### src/hbridge_pkg.sv
// shared constants and carrier types for the h-bridge reset and fault supervisor
// assumes a single 200 MHz core clock
package hbridge_pkg;

  // timing
  localparam int CLK_PERIOD_PS      = 5000;
  localparam int RESET_TIME_MS      = 1;
  localparam int RESET_CYCLES       = (RESET_TIME_MS * 1000000000) / CLK_PERIOD_PS;
  localparam int PWM_PERIOD_NS      = 2604;
  localparam int PWM_TIMEOUT_PERIODS = 8;
  localparam int PWM_TIMEOUT_CYCLES =
    (PWM_TIMEOUT_PERIODS * PWM_PERIOD_NS * 1000 + CLK_PERIOD_PS - 1) / CLK_PERIOD_PS;
  localparam int ILLEGAL_FILT_CYCLES = 4;
  localparam int SYNC_WIDTH          = 11;

  // flag codes: shutdown, bit1, bit0
  localparam logic [2:0] CODE_ILLEGAL = 3'h0;
  localparam logic [2:0] CODE_SHORT   = 3'h1;
  localparam logic [2:0] CODE_OVERTMP = 3'h2;
  localparam logic [2:0] CODE_LOWREG  = 3'h3;
  localparam logic [2:0] CODE_WARN    = 3'h6;
  localparam logic [2:0] CODE_NORMAL  = 3'h7;

  typedef struct packed {
    logic pwm_side_a_pos;
    logic pwm_side_a_neg;
    logic pwm_side_b_pos;
    logic pwm_side_b_neg;
  } pwm_in_type;

  // three-state or open-drain pin: level and enable
  typedef struct packed {
    logic lvl;
    logic oe;
  } pin_type;

endpackage

### src/hbridge_reset_fault_control.sv
// reset timing, fault supervision and bridge output control of an h-bridge stage
// assumes all inputs asynchronous to CLOCK; pins resolved outside from level and enable
`timescale 1ns/1ps
`default_nettype none

module hbridge_reset_fault_control
  import hbridge_pkg::*;
#(
  parameter int RESET_CYCLES_P = hbridge_pkg::RESET_CYCLES,
  parameter int PWM_TIMEOUT_P  = hbridge_pkg::PWM_TIMEOUT_CYCLES
) (
  // clock and core reset
  input  wire logic                    CLOCK,
  input  wire logic                    ARST_N,
  // control pins
  input  wire logic                    RESET_N,
  input  wire logic                    POWER_DOWN_N,
  input  wire hbridge_pkg::pwm_in_type PWM_IN,
  // analog sense comparators
  input  wire logic                    OVERCURRENT,
  input  wire logic                    TEMP_ABOVE_WARN,
  input  wire logic                    TEMP_ABOVE_SHUT,
  input  wire logic                    GATE_REG_OK_A,
  input  wire logic                    GATE_REG_OK_B,
  // bridge outputs
  output var  hbridge_pkg::pin_type    BRIDGE_OUT_POS,
  output var  hbridge_pkg::pin_type    BRIDGE_OUT_NEG,
  // open-drain status flags
  output var  hbridge_pkg::pin_type    SHUTDOWN_FLAG,
  output var  hbridge_pkg::pin_type    FAULT_CODE_BIT1,
  output var  hbridge_pkg::pin_type    FAULT_CODE_BIT0
);
  import hbridge_pkg::*;

  localparam int RW = $clog2(RESET_CYCLES_P + 1);
  localparam int AW = $clog2(PWM_TIMEOUT_P + 1);
  localparam int FW = $clog2(ILLEGAL_FILT_CYCLES + 1);

  if (RESET_CYCLES_P < 1 || PWM_TIMEOUT_P < 2) begin : g_bad_param
    $error("counts too small");
  end

  // two-flop synchroniser
  logic [SYNC_WIDTH-1:0] sync1_r;
  logic [SYNC_WIDTH-1:0] sync2_r;
  wire  [SYNC_WIDTH-1:0] pins_in = {PWM_IN, RESET_N, POWER_DOWN_N, OVERCURRENT,
                                    TEMP_ABOVE_WARN, TEMP_ABOVE_SHUT,
                                    GATE_REG_OK_A, GATE_REG_OK_B};

  always_ff @(posedge CLOCK or negedge ARST_N) begin
    if (!ARST_N) begin
      sync1_r <= '0;
      sync2_r <= '0;
    end else begin
      sync1_r <= pins_in;
      sync2_r <= sync1_r;
    end
  end

  wire [3:0] pwm_s   = sync2_r[10:7];
  wire       rst_s   = sync2_r[6];
  wire       pwr_s   = sync2_r[5];
  wire       oc_s    = sync2_r[4];
  wire       warn_s  = sync2_r[3];
  wire       shut_s  = sync2_r[2];
  wire       uv      = !(sync2_r[1] && sync2_r[0]);

  // reset operation timer
  logic          rst_d_r;
  logic [RW-1:0] rst_cnt_r;
  logic [RW-1:0] rst_cnt_nxt;
  wire           rst_fall = !rst_s && rst_d_r;
  wire           in_reset = !rst_s || (rst_cnt_r != '0);
  assign rst_cnt_nxt = rst_fall ? RW'(RESET_CYCLES_P) :
                       (rst_cnt_r != '0) ? rst_cnt_r - RW'(1) : '0;

  always_ff @(posedge CLOCK or negedge ARST_N) begin
    if (!ARST_N) begin
      rst_d_r   <= 1'b0;
      rst_cnt_r <= RW'(RESET_CYCLES_P);
    end else begin
      rst_d_r   <= rst_s;
      rst_cnt_r <= rst_cnt_nxt;
    end
  end

  // pwm activity detectors, one per input
  logic [3:0] pwm_d_r;
  logic [3:0] stale;

  always_ff @(posedge CLOCK or negedge ARST_N) begin
    if (!ARST_N) begin
      pwm_d_r <= '0;
    end else begin
      pwm_d_r <= pwm_s;
    end
  end

  for (genvar i = 0; i < 4; i++) begin : g_act
    logic [AW-1:0] cnt_r;
    logic [AW-1:0] cnt_nxt;
    assign cnt_nxt  = (in_reset || (pwm_s[i] != pwm_d_r[i])) ? '0 :
                      (cnt_r == AW'(PWM_TIMEOUT_P)) ? cnt_r : cnt_r + AW'(1);
    assign stale[i] = (cnt_r == AW'(PWM_TIMEOUT_P));
    always_ff @(posedge CLOCK or negedge ARST_N) begin
      if (!ARST_N) begin
        cnt_r <= '0;
      end else begin
        cnt_r <= cnt_nxt;
      end
    end
  end

  wire pwm_lost = |stale;

  // illegal pair filter, ignores edge skew between complementary inputs
  logic [FW-1:0] ill_cnt_r;
  logic [FW-1:0] ill_cnt_nxt;
  wire           pair_bad  = (pwm_s[3] == pwm_s[2]) || (pwm_s[1] == pwm_s[0]);
  wire           ill_full  = (ill_cnt_r == FW'(ILLEGAL_FILT_CYCLES));
  wire           illegal_on = !in_reset && (ill_full || pwm_lost);
  assign ill_cnt_nxt = (in_reset || !pair_bad) ? '0 :
                       ill_full ? ill_cnt_r : ill_cnt_r + FW'(1);

  // short-circuit latch and overtemperature hysteresis
  logic sc_r;
  logic ot_r;
  wire  sc_nxt = !rst_s ? 1'b0 : (sc_r || (oc_s && pwr_s));
  wire  ot_nxt = shut_s ? 1'b1 : (warn_s ? ot_r : 1'b0);

  always_ff @(posedge CLOCK or negedge ARST_N) begin
    if (!ARST_N) begin
      ill_cnt_r <= '0;
      sc_r      <= 1'b0;
      ot_r      <= 1'b0;
    end else begin
      ill_cnt_r <= ill_cnt_nxt;
      sc_r      <= sc_nxt;
      ot_r      <= ot_nxt;
    end
  end

  // status code with fixed priority
  wire       fault_free = !sc_r && !illegal_on && !ot_r && !uv;
  wire [2:0] code = sc_r       ? CODE_SHORT   :
                    illegal_on ? CODE_ILLEGAL :
                    ot_r       ? CODE_OVERTMP :
                    uv         ? CODE_LOWREG  :
                    warn_s     ? CODE_WARN    : CODE_NORMAL;

  // bridge drive
  wire hold_low = in_reset || !fault_free;
  wire drv_oe   = pwr_s && !sc_r;
  wire pos_lvl  = !hold_low && pwm_s[3];
  wire neg_lvl  = !hold_low && pwm_s[1];

  pin_type pos_r;
  pin_type neg_r;
  pin_type sd_r;
  pin_type b1_r;
  pin_type b0_r;

  always_ff @(posedge CLOCK or negedge ARST_N) begin
    if (!ARST_N) begin
      pos_r <= '0;
      neg_r <= '0;
      sd_r  <= '0;
      b1_r  <= '0;
      b0_r  <= '0;
    end else begin
      pos_r <= '{lvl: pos_lvl && drv_oe, oe: drv_oe};
      neg_r <= '{lvl: neg_lvl && drv_oe, oe: drv_oe};
      sd_r  <= '{lvl: 1'b0, oe: pwr_s && !code[2]};
      b1_r  <= '{lvl: 1'b0, oe: pwr_s && !code[1]};
      b0_r  <= '{lvl: 1'b0, oe: pwr_s && !code[0]};
    end
  end

  assign BRIDGE_OUT_POS  = pos_r;
  assign BRIDGE_OUT_NEG  = neg_r;
  assign SHUTDOWN_FLAG   = sd_r;
  assign FAULT_CODE_BIT1 = b1_r;
  assign FAULT_CODE_BIT0 = b0_r;

  wire [2:0] flags_seen = {!sd_r.oe, !b1_r.oe, !b0_r.oe};

  chk_reset_drives_low: assert property (@(posedge CLOCK) disable iff (!ARST_N)
    (in_reset && pwr_s && !sc_r) |=> (pos_r.oe && !pos_r.lvl && neg_r.oe && !neg_r.lvl))
    else $error("reset did not drive outputs low");

  chk_reset_clears_latch: assert property (@(posedge CLOCK) disable iff (!ARST_N)
    !rst_s |=> !sc_r)
    else $error("short latch survived reset");

  chk_lowreg_code: assert property (@(posedge CLOCK) disable iff (!ARST_N)
    (uv && pwr_s && !sc_r && !illegal_on && !ot_r) |=>
      (flags_seen == CODE_LOWREG && !pos_r.lvl && !neg_r.lvl))
    else $error("low regulator not reported");

  chk_normal_follows: assert property (@(posedge CLOCK) disable iff (!ARST_N)
    (fault_free && !in_reset && pwr_s) |=>
      (pos_r.oe && pos_r.lvl == $past(pwm_s[3]) && neg_r.lvl == $past(pwm_s[1])))
    else $error("bridge not following pwm");

  chk_warn_code: assert property (@(posedge CLOCK) disable iff (!ARST_N)
    (fault_free && warn_s && pwr_s) |=> flags_seen == CODE_WARN)
    else $error("warning code missing");

  chk_ot_set: assert property (@(posedge CLOCK) disable iff (!ARST_N)
    shut_s |=> ot_r ##1 (!pwr_s || sc_r || illegal_on || !pos_r.lvl))
    else $error("overtemperature not taken");

  chk_ot_hysteresis: assert property (@(posedge CLOCK) disable iff (!ARST_N)
    (ot_r && warn_s) |=> ot_r)
    else $error("overtemperature released above warning");

  chk_illegal_code: assert property (@(posedge CLOCK) disable iff (!ARST_N)
    (illegal_on && !sc_r && pwr_s) |=> flags_seen == CODE_ILLEGAL)
    else $error("illegal pwm not reported");

  chk_short_hiz: assert property (@(posedge CLOCK) disable iff (!ARST_N)
    (sc_r && pwr_s) |=> (!pos_r.oe && !neg_r.oe && flags_seen == CODE_SHORT))
    else $error("short latch not floating outputs");

  chk_pd_release: assert property (@(posedge CLOCK) disable iff (!ARST_N)
    !pwr_s |=> (!pos_r.oe && !neg_r.oe && !sd_r.oe && !b1_r.oe && !b0_r.oe))
    else $error("power down not releasing pins");

  chk_pwm_timeout: assert property (@(posedge CLOCK) disable iff (!ARST_N)
    $rose(pwm_lost) |->
      (!$past(in_reset) && ((($past(pwm_s) ^ $past(pwm_d_r)) & stale) == 4'h0)))
    else $error("loss of pwm without stall");

endmodule // hbridge_reset_fault_control

`default_nettype wire

### config.mk
export PLATFORM = sky130hd
export DESIGN_NAME = hbridge_reset_fault_control
export DESIGN_NICKNAME = d
export VERILOG_FILES = /design/src/hbridge_pkg.sv /design/src/hbridge_reset_fault_control.sv
export SDC_FILE = /design/constraint.sdc
export NUM_CORES = 1
export LEC_CHECK = 0
export BUFFER_PORTS_ARGS = -buffer_cell sky130_fd_sc_hd__buf_2
export CORE_MARGIN = 10
export CORE_UTILIZATION = 25
export DETAILED_ROUTE_END_ITERATION = 10
export PLACE_DENSITY = 0.38
export SYNTH_ARGS = -nofsm -noshare
export SYNTH_HDL_FRONTEND = slang
export SYNTH_SLANG_ARGS = --single-unit
### constraint.sdc
create_clock -name CLOCK -period 1.65 [get_ports CLOCK]
set_input_delay 0 -clock CLOCK [delete_from_list [all_inputs] [get_ports CLOCK]]
set_output_delay 0 -clock CLOCK [all_outputs]
set_load 0.05 [all_outputs]
# Word-level counts from Yosys, hierarchy flattened
# Cells that the tools add are included.
[op_classes]
shifts = 0
mux = 20
mul = 0
add_sub_neg = 6
eq_ne = 17
bitwise_logic = 0
n_reduce_logical = 38
div_mod_pow = 0
magnitude_cmp = 0
[op_table]
columns = ["cell", "count"]
rows = [
  ["$mux W13", 8],
  ["$add A13 B1 Y13 const B", 4],
  ["$eq A13 B13 Y1 const B", 4],
  ["$mux W18", 2],
  ["$mux W3", 6],
  ["$reduce_bool A18 Y1", 1],
  ["$sub A18 B1 Y18 const B", 1],
  ["$logic_and A1 B1 Y1", 15],
  ["$logic_not A1 Y1", 11],
  ["$logic_or A1 B1 Y1", 10],
  ["$ne A2 B1 Y1 const B", 5],
  ["$mux W1", 4],
  ["$ne A1 B1 Y1", 4],
  ["$reduce_or A4 Y1", 1],
  ["$add A3 B1 Y3 const B", 1],
  ["$eq A3 B3 Y1 const B", 1],
  ["$eq A1 B1 Y1", 2],
  ["$ne A2 B2 Y1 const B", 1],
]
[totals]
ff_bits = 108
latch_bits = 0
mem_bits_ro = 0
memories = 0
output_inout_bits = 10
elab_cells = 99
ramBits = 0

# Depth between registers and ports, before layout
[logic_depth]
word_depth = 13
ltp_mapped = 7

# Worst setup path after synthesis
# OpenSTA, ideal clock, no wires.
[synth_timing]
path_kind = "register -> register"
start = "register g_act[0].cnt_r[4]"
end = "register b0_r (netlist bit FAULT_CODE_BIT0[0])"
stages_incl_launch_ff = 6
period_less_slack_ps = 1846
arrival_time_ps = 1753
setup_slack_ps = -196
path_buffers = 1
path_cell_list = "dfrtp_1 -> or4b_4 -> or3_1 -> buf_2 -> and2_4 -> a211oi_1"
[synth_between]
elab_chain_cells = 8
[synth_lines]
columns = ["element", "line_no", "rtl"]
rows = [
  ["from (decl)", "hbridge_reset_fault_control.sv:100", "logic [AW-1:0] cnt_r;"],
  ["from (signal assigned)", "hbridge_reset_fault_control.sv:109", "cnt_r <= cnt_nxt;"],
  ["$eq A13 B13 Y1", "hbridge_reset_fault_control.sv:104", "assign stale[i] = (cnt_r == AW'(PWM_TIMEOUT_P));"],
  ["$reduce_or A4 Y1", "hbridge_reset_fault_control.sv:114", "wire pwm_lost = |stale;"],
  ["$logic_or A1 B1 Y1", "hbridge_reset_fault_control.sv:121", "wire illegal_on = !in_reset && (ill_full || pwm_lost);"],
  ["$logic_and A1 B1 Y1", "hbridge_reset_fault_control.sv:121", ""],
  ["$mux W3", "hbridge_reset_fault_control.sv:146", "illegal_on ? CODE_ILLEGAL :"],
  ["$mux W3", "hbridge_reset_fault_control.sv:145", "wire [2:0] code = sc_r ? CODE_SHORT :"],
  ["$logic_not A1 Y1", "hbridge_reset_fault_control.sv:175", "b0_r <= '{lvl: 1'b0, oe: pwr_s && !code[0]};"],
  ["$logic_and A1 B1 Y1", "hbridge_reset_fault_control.sv:175", ""],
  ["to (signal assigned)", "hbridge_reset_fault_control.sv:175", ""],
  ["to (decl)", "hbridge_reset_fault_control.sv:161", "pin_type b0_r;"],
]
# No other way between the ends.
# A chain may end at the register's enable or synchronous reset.

# Final worst setup path
[layout_timing]
start = "register g_act[0].cnt_r[11]"
end = "register sd_r (netlist bit SHUTDOWN_FLAG[0])"
[layout_between]
elab_chain_cells = 8
[layout_lines]
columns = ["element", "line_no", "rtl"]
rows = [
  ["$eq A13 B13 Y1", "hbridge_reset_fault_control.sv:104", ""],
  ["$reduce_or A4 Y1", "hbridge_reset_fault_control.sv:114", ""],
  ["$logic_or A1 B1 Y1", "hbridge_reset_fault_control.sv:121", ""],
  ["$logic_and A1 B1 Y1", "hbridge_reset_fault_control.sv:121", ""],
  ["$mux W3", "hbridge_reset_fault_control.sv:146", ""],
  ["$mux W3", "hbridge_reset_fault_control.sv:145", ""],
  ["$logic_not A1 Y1", "hbridge_reset_fault_control.sv:173", "sd_r <= '{lvl: 1'b0, oe: pwr_s && !code[2]};"],
  ["$logic_and A1 B1 Y1", "hbridge_reset_fault_control.sv:173", ""],
  ["to (signal assigned)", "hbridge_reset_fault_control.sv:173", ""],
  ["to (decl)", "hbridge_reset_fault_control.sv:159", "pin_type sd_r;"],
]
# No other way between the ends.

==> run metrics <==
outcome finished, violations left; violated checks negative setup slack; placed insts 806; WL met2 5680 um; max layer used met4; wire length on met1 5570 um; Simple-Gate Fraction of Synth Area 23.1%; min Tclk post-route 1790 ps; CTS tree built; clk sinks 108; Final Non-Filler Cells 851; Reg-to-Reg Start g_act[0].cnt_r[11]$_DFFE_PN0P_; placed wire-length estimate 7640 um; Core Region 18900 sq um; vias in the first global route 4142; Starting Density 25.7%; Fmax 558 MHz; Yosys Warn Count 0; final antenna-violating net count 0; WL per Instance 13.8 um; CP Data Required Time 1920 ps; initial antenna violation count 0; crit path launch type flip-flop; Worst R2R End SHUTDOWN_FLAG[0]$_DFF_PN0_; P_leak 2.85 nW; Mapped Area 4860 sq um; grt total ovfl 0; setup-violating endpoint count in the final report 73; share of layout cells above drive strength 1 39.9%; mux share of post-synthesis cell area 0.618%; Crit Path Max Fanout 4; worst r2r path cells 4; Hold Vio Cnt, Final 0; largest net degree at the start of global routing 109; Synth Area in XOR/XNOR 10.3%; met3 WL post-DR 339 um; GRT Overall Usage 9.71%; drt pass-1 iters 4; # rows 50; setup ws final -142 ps; # fillers 1905; clk buf depth 2; Reg clk slew, reported paths 70 ps; area delta synth->final 45.4%; drt drc 0; Final GP Congestion 0.750; Clk Latency, worst-skew pair 350 ps; commonest cells in the netlist dfrtp_1, nor2_1, xnor2_1, nand3_1, nand2_1; skew final 11.0 ps; Cells after Synth 459; IO buf count 19; Worst Hold Class primary input to async pin; critical path type flip-flop to flip-flop; top-area cell type share of the netlist area 52.5%; pins over their slew limit 0; top cells by area, synth dfrtp_1, xnor2_1, nor2_1; MaxCap Viol Count 0; combinational family with the most area after synthesis simple AND/OR/NAND/NOR gates; Die Span Y 159 um; R2R Setup Slk -140 ps; area leader, netlist dfrtp_1; worst-margin pin slew 623 ps; Final Cell Area 7070 sq um; post-synth cell types 44; cell with the most instances after synthesis dfrtp_1; Worst slew margin 58.5%; Synth Flop Type dfrtp_1; DRT iter0 DRCs 188; Post-Synth Adder-Cell Area 2.06%; Yosys reg bits 108; final wirelength 11700 um; VDD IR max 0.479 mV; ant diodes 0; IO Count 23; die width 159 um; Placement Cell Area 5870 sq um; PD cells 819 nW/um^2; endpoint type of the worst setup path flip-flop; crit path launch g_act[0].cnt_r[11]$_DFFE_PN0P_; Num CTS Buffers 9; Period Utilization, post-route 109%; die area 25400 sq um; Setup TNS -4400 ps; post-synthesis compound-gate area fraction 5.97%; CTS root buf clkbuf_16; Avg Synthesized Cell Area 10.6 sq um; sequential area share after synthesis 55.8%; Clock H-tree levels 3; global-route wire length before repair 20400 um; Post-synth EDFFs 0; RSZ-0062 raised after global routing true; Crit path arrival time 2060 ps; mean number of vias per cell 4.45; post-synthesis async set-or-reset flop share 100%; Vias 3789; Final nets 607
[how the worst max path moves through the flow]
stage	endpoint	slack [ps]	cells past startpoint
after floorplan	FAULT_CODE_BIT1[0]$_DFF_PN0_	-170	5
after global placement	FAULT_CODE_BIT0[0]$_DFF_PN0_	-180	4
after detailed placement	SHUTDOWN_FLAG[0]$_DFF_PN0_	-210	4
after CTS	SHUTDOWN_FLAG[0]$_DFF_PN0_	-160	4
after global routing	rst_cnt_r[14]$_DFF_PN0_	-220	8
final	SHUTDOWN_FLAG[0]$_DFF_PN0_	-140	4
[layout by cell type, fill, tap and decap left out, drive strengths merged, types with 4 or more instances in the layout]
cell	count
ha	8
xnor2	34
buf	115
and4b	4
nor2	65
xor2	23
nand4	12
dlygate4sd3	12
o31ai	11
nand3	29
dfstp	6
and2	5
clkbuf	10
nor3	16
and3	11
o21ai	9
dfrtp	102
nand2	27
inv	11
nor4	12
or4	8
a21oi	16
nand4b	5
[layer usage]
metal,up-vias,track usage (%)
met5,-,0
met4,0,3.03
met3,9,2.79
met2,38,15.7
met1,1879,12.2
li1,1863,-
[state kept, by name (all words and copies together), names as in the netlist]
| name | cells |
|---|---|
| rst_cnt_r | 18 |
| sync2_r | 11 |
| FAULT_CODE_BIT1 | 1 |
| BRIDGE_OUT_POS | 1 |
| BRIDGE_OUT_NEG | 2 |
| g_act.cnt_r | 52 |
| rst_d_r | 1 |
| ill_cnt_r | 3 |
| pwm_d_r | 4 |
| FAULT_CODE_BIT0 | 1 |
| ot_r | 1 |
| sync1_r | 11 |
| sc_r | 1 |
| SHUTDOWN_FLAG | 1 |
[stage by stage]
| step | worst slack [ps] | utilization [%] | hold WS, ps | total power [mW] |
|---|---|---|---|---|
| 3_5_place_dp | -210 | 31.1 | 109 | 3.58 |
| 3_3_place_gp | -177 | 31.1 | 108 | 3.57 |
| 2_1_floorplan | -165 | - | -296 | 3.25 |
| 6_report | -142 | 37.4 | 234 | 5.79 |
| 5_1_grt | -222 | 37.4 | 274 | 6.11 |
| 4_1_cts | -157 | 36.3 | 252 | 5.88 |
[where the power goes]
group          leakage [nW]  total [mW]  switching (mW)  internal (mW)
sequential             1.41        2.87          0.0928           2.78
combinational          1.32       0.847           0.428          0.418
clock                 0.126        2.07            1.03           1.04
[cell type report]
class	instances	area, sq um	area share, %
Clock inverter	6	48.8	0.690
Timing Repair Buffer	127	1120	15.9
Inverter	9	33.8	0.478
Clock buffer	10	229	3.24
Tap cell	260	325	4.60
Multi-Input combinational cell	331	2600	36.8
Sequential cell	108	2710	38.3
[worst max-delay path: stages (launching register included)]
cell and delay (ps):
dfrtp_1 390, or4b_4 540, or3_4 440, and2_4 170, a211oi_2 170
[logic make-up after synthesis]
group,Yosys count
multiplexers,3
other,1
AND/OR/NAND/NOR,213
XOR/XNOR,57
adder cells (fa/ha/maj),8
flip-flops,108
buffers and inverters,22
AO/OA/AOI/OAI,47
[what timing repair did]
| item | in CTS | in global routing |
|---|---|---|
| buffers inserted | 12 | 1 |
| resized for setup | 100 | 57 |
| hold buffers | 12 | 0 |
| pin swaps | 45 | 17 |
| cloned | 5 | 0 |
| endpoints found under the hold margin | 113 | 0 |
| setup endpoints to repair | 73 | 78 |
Power figures use the tool's default switching activity.
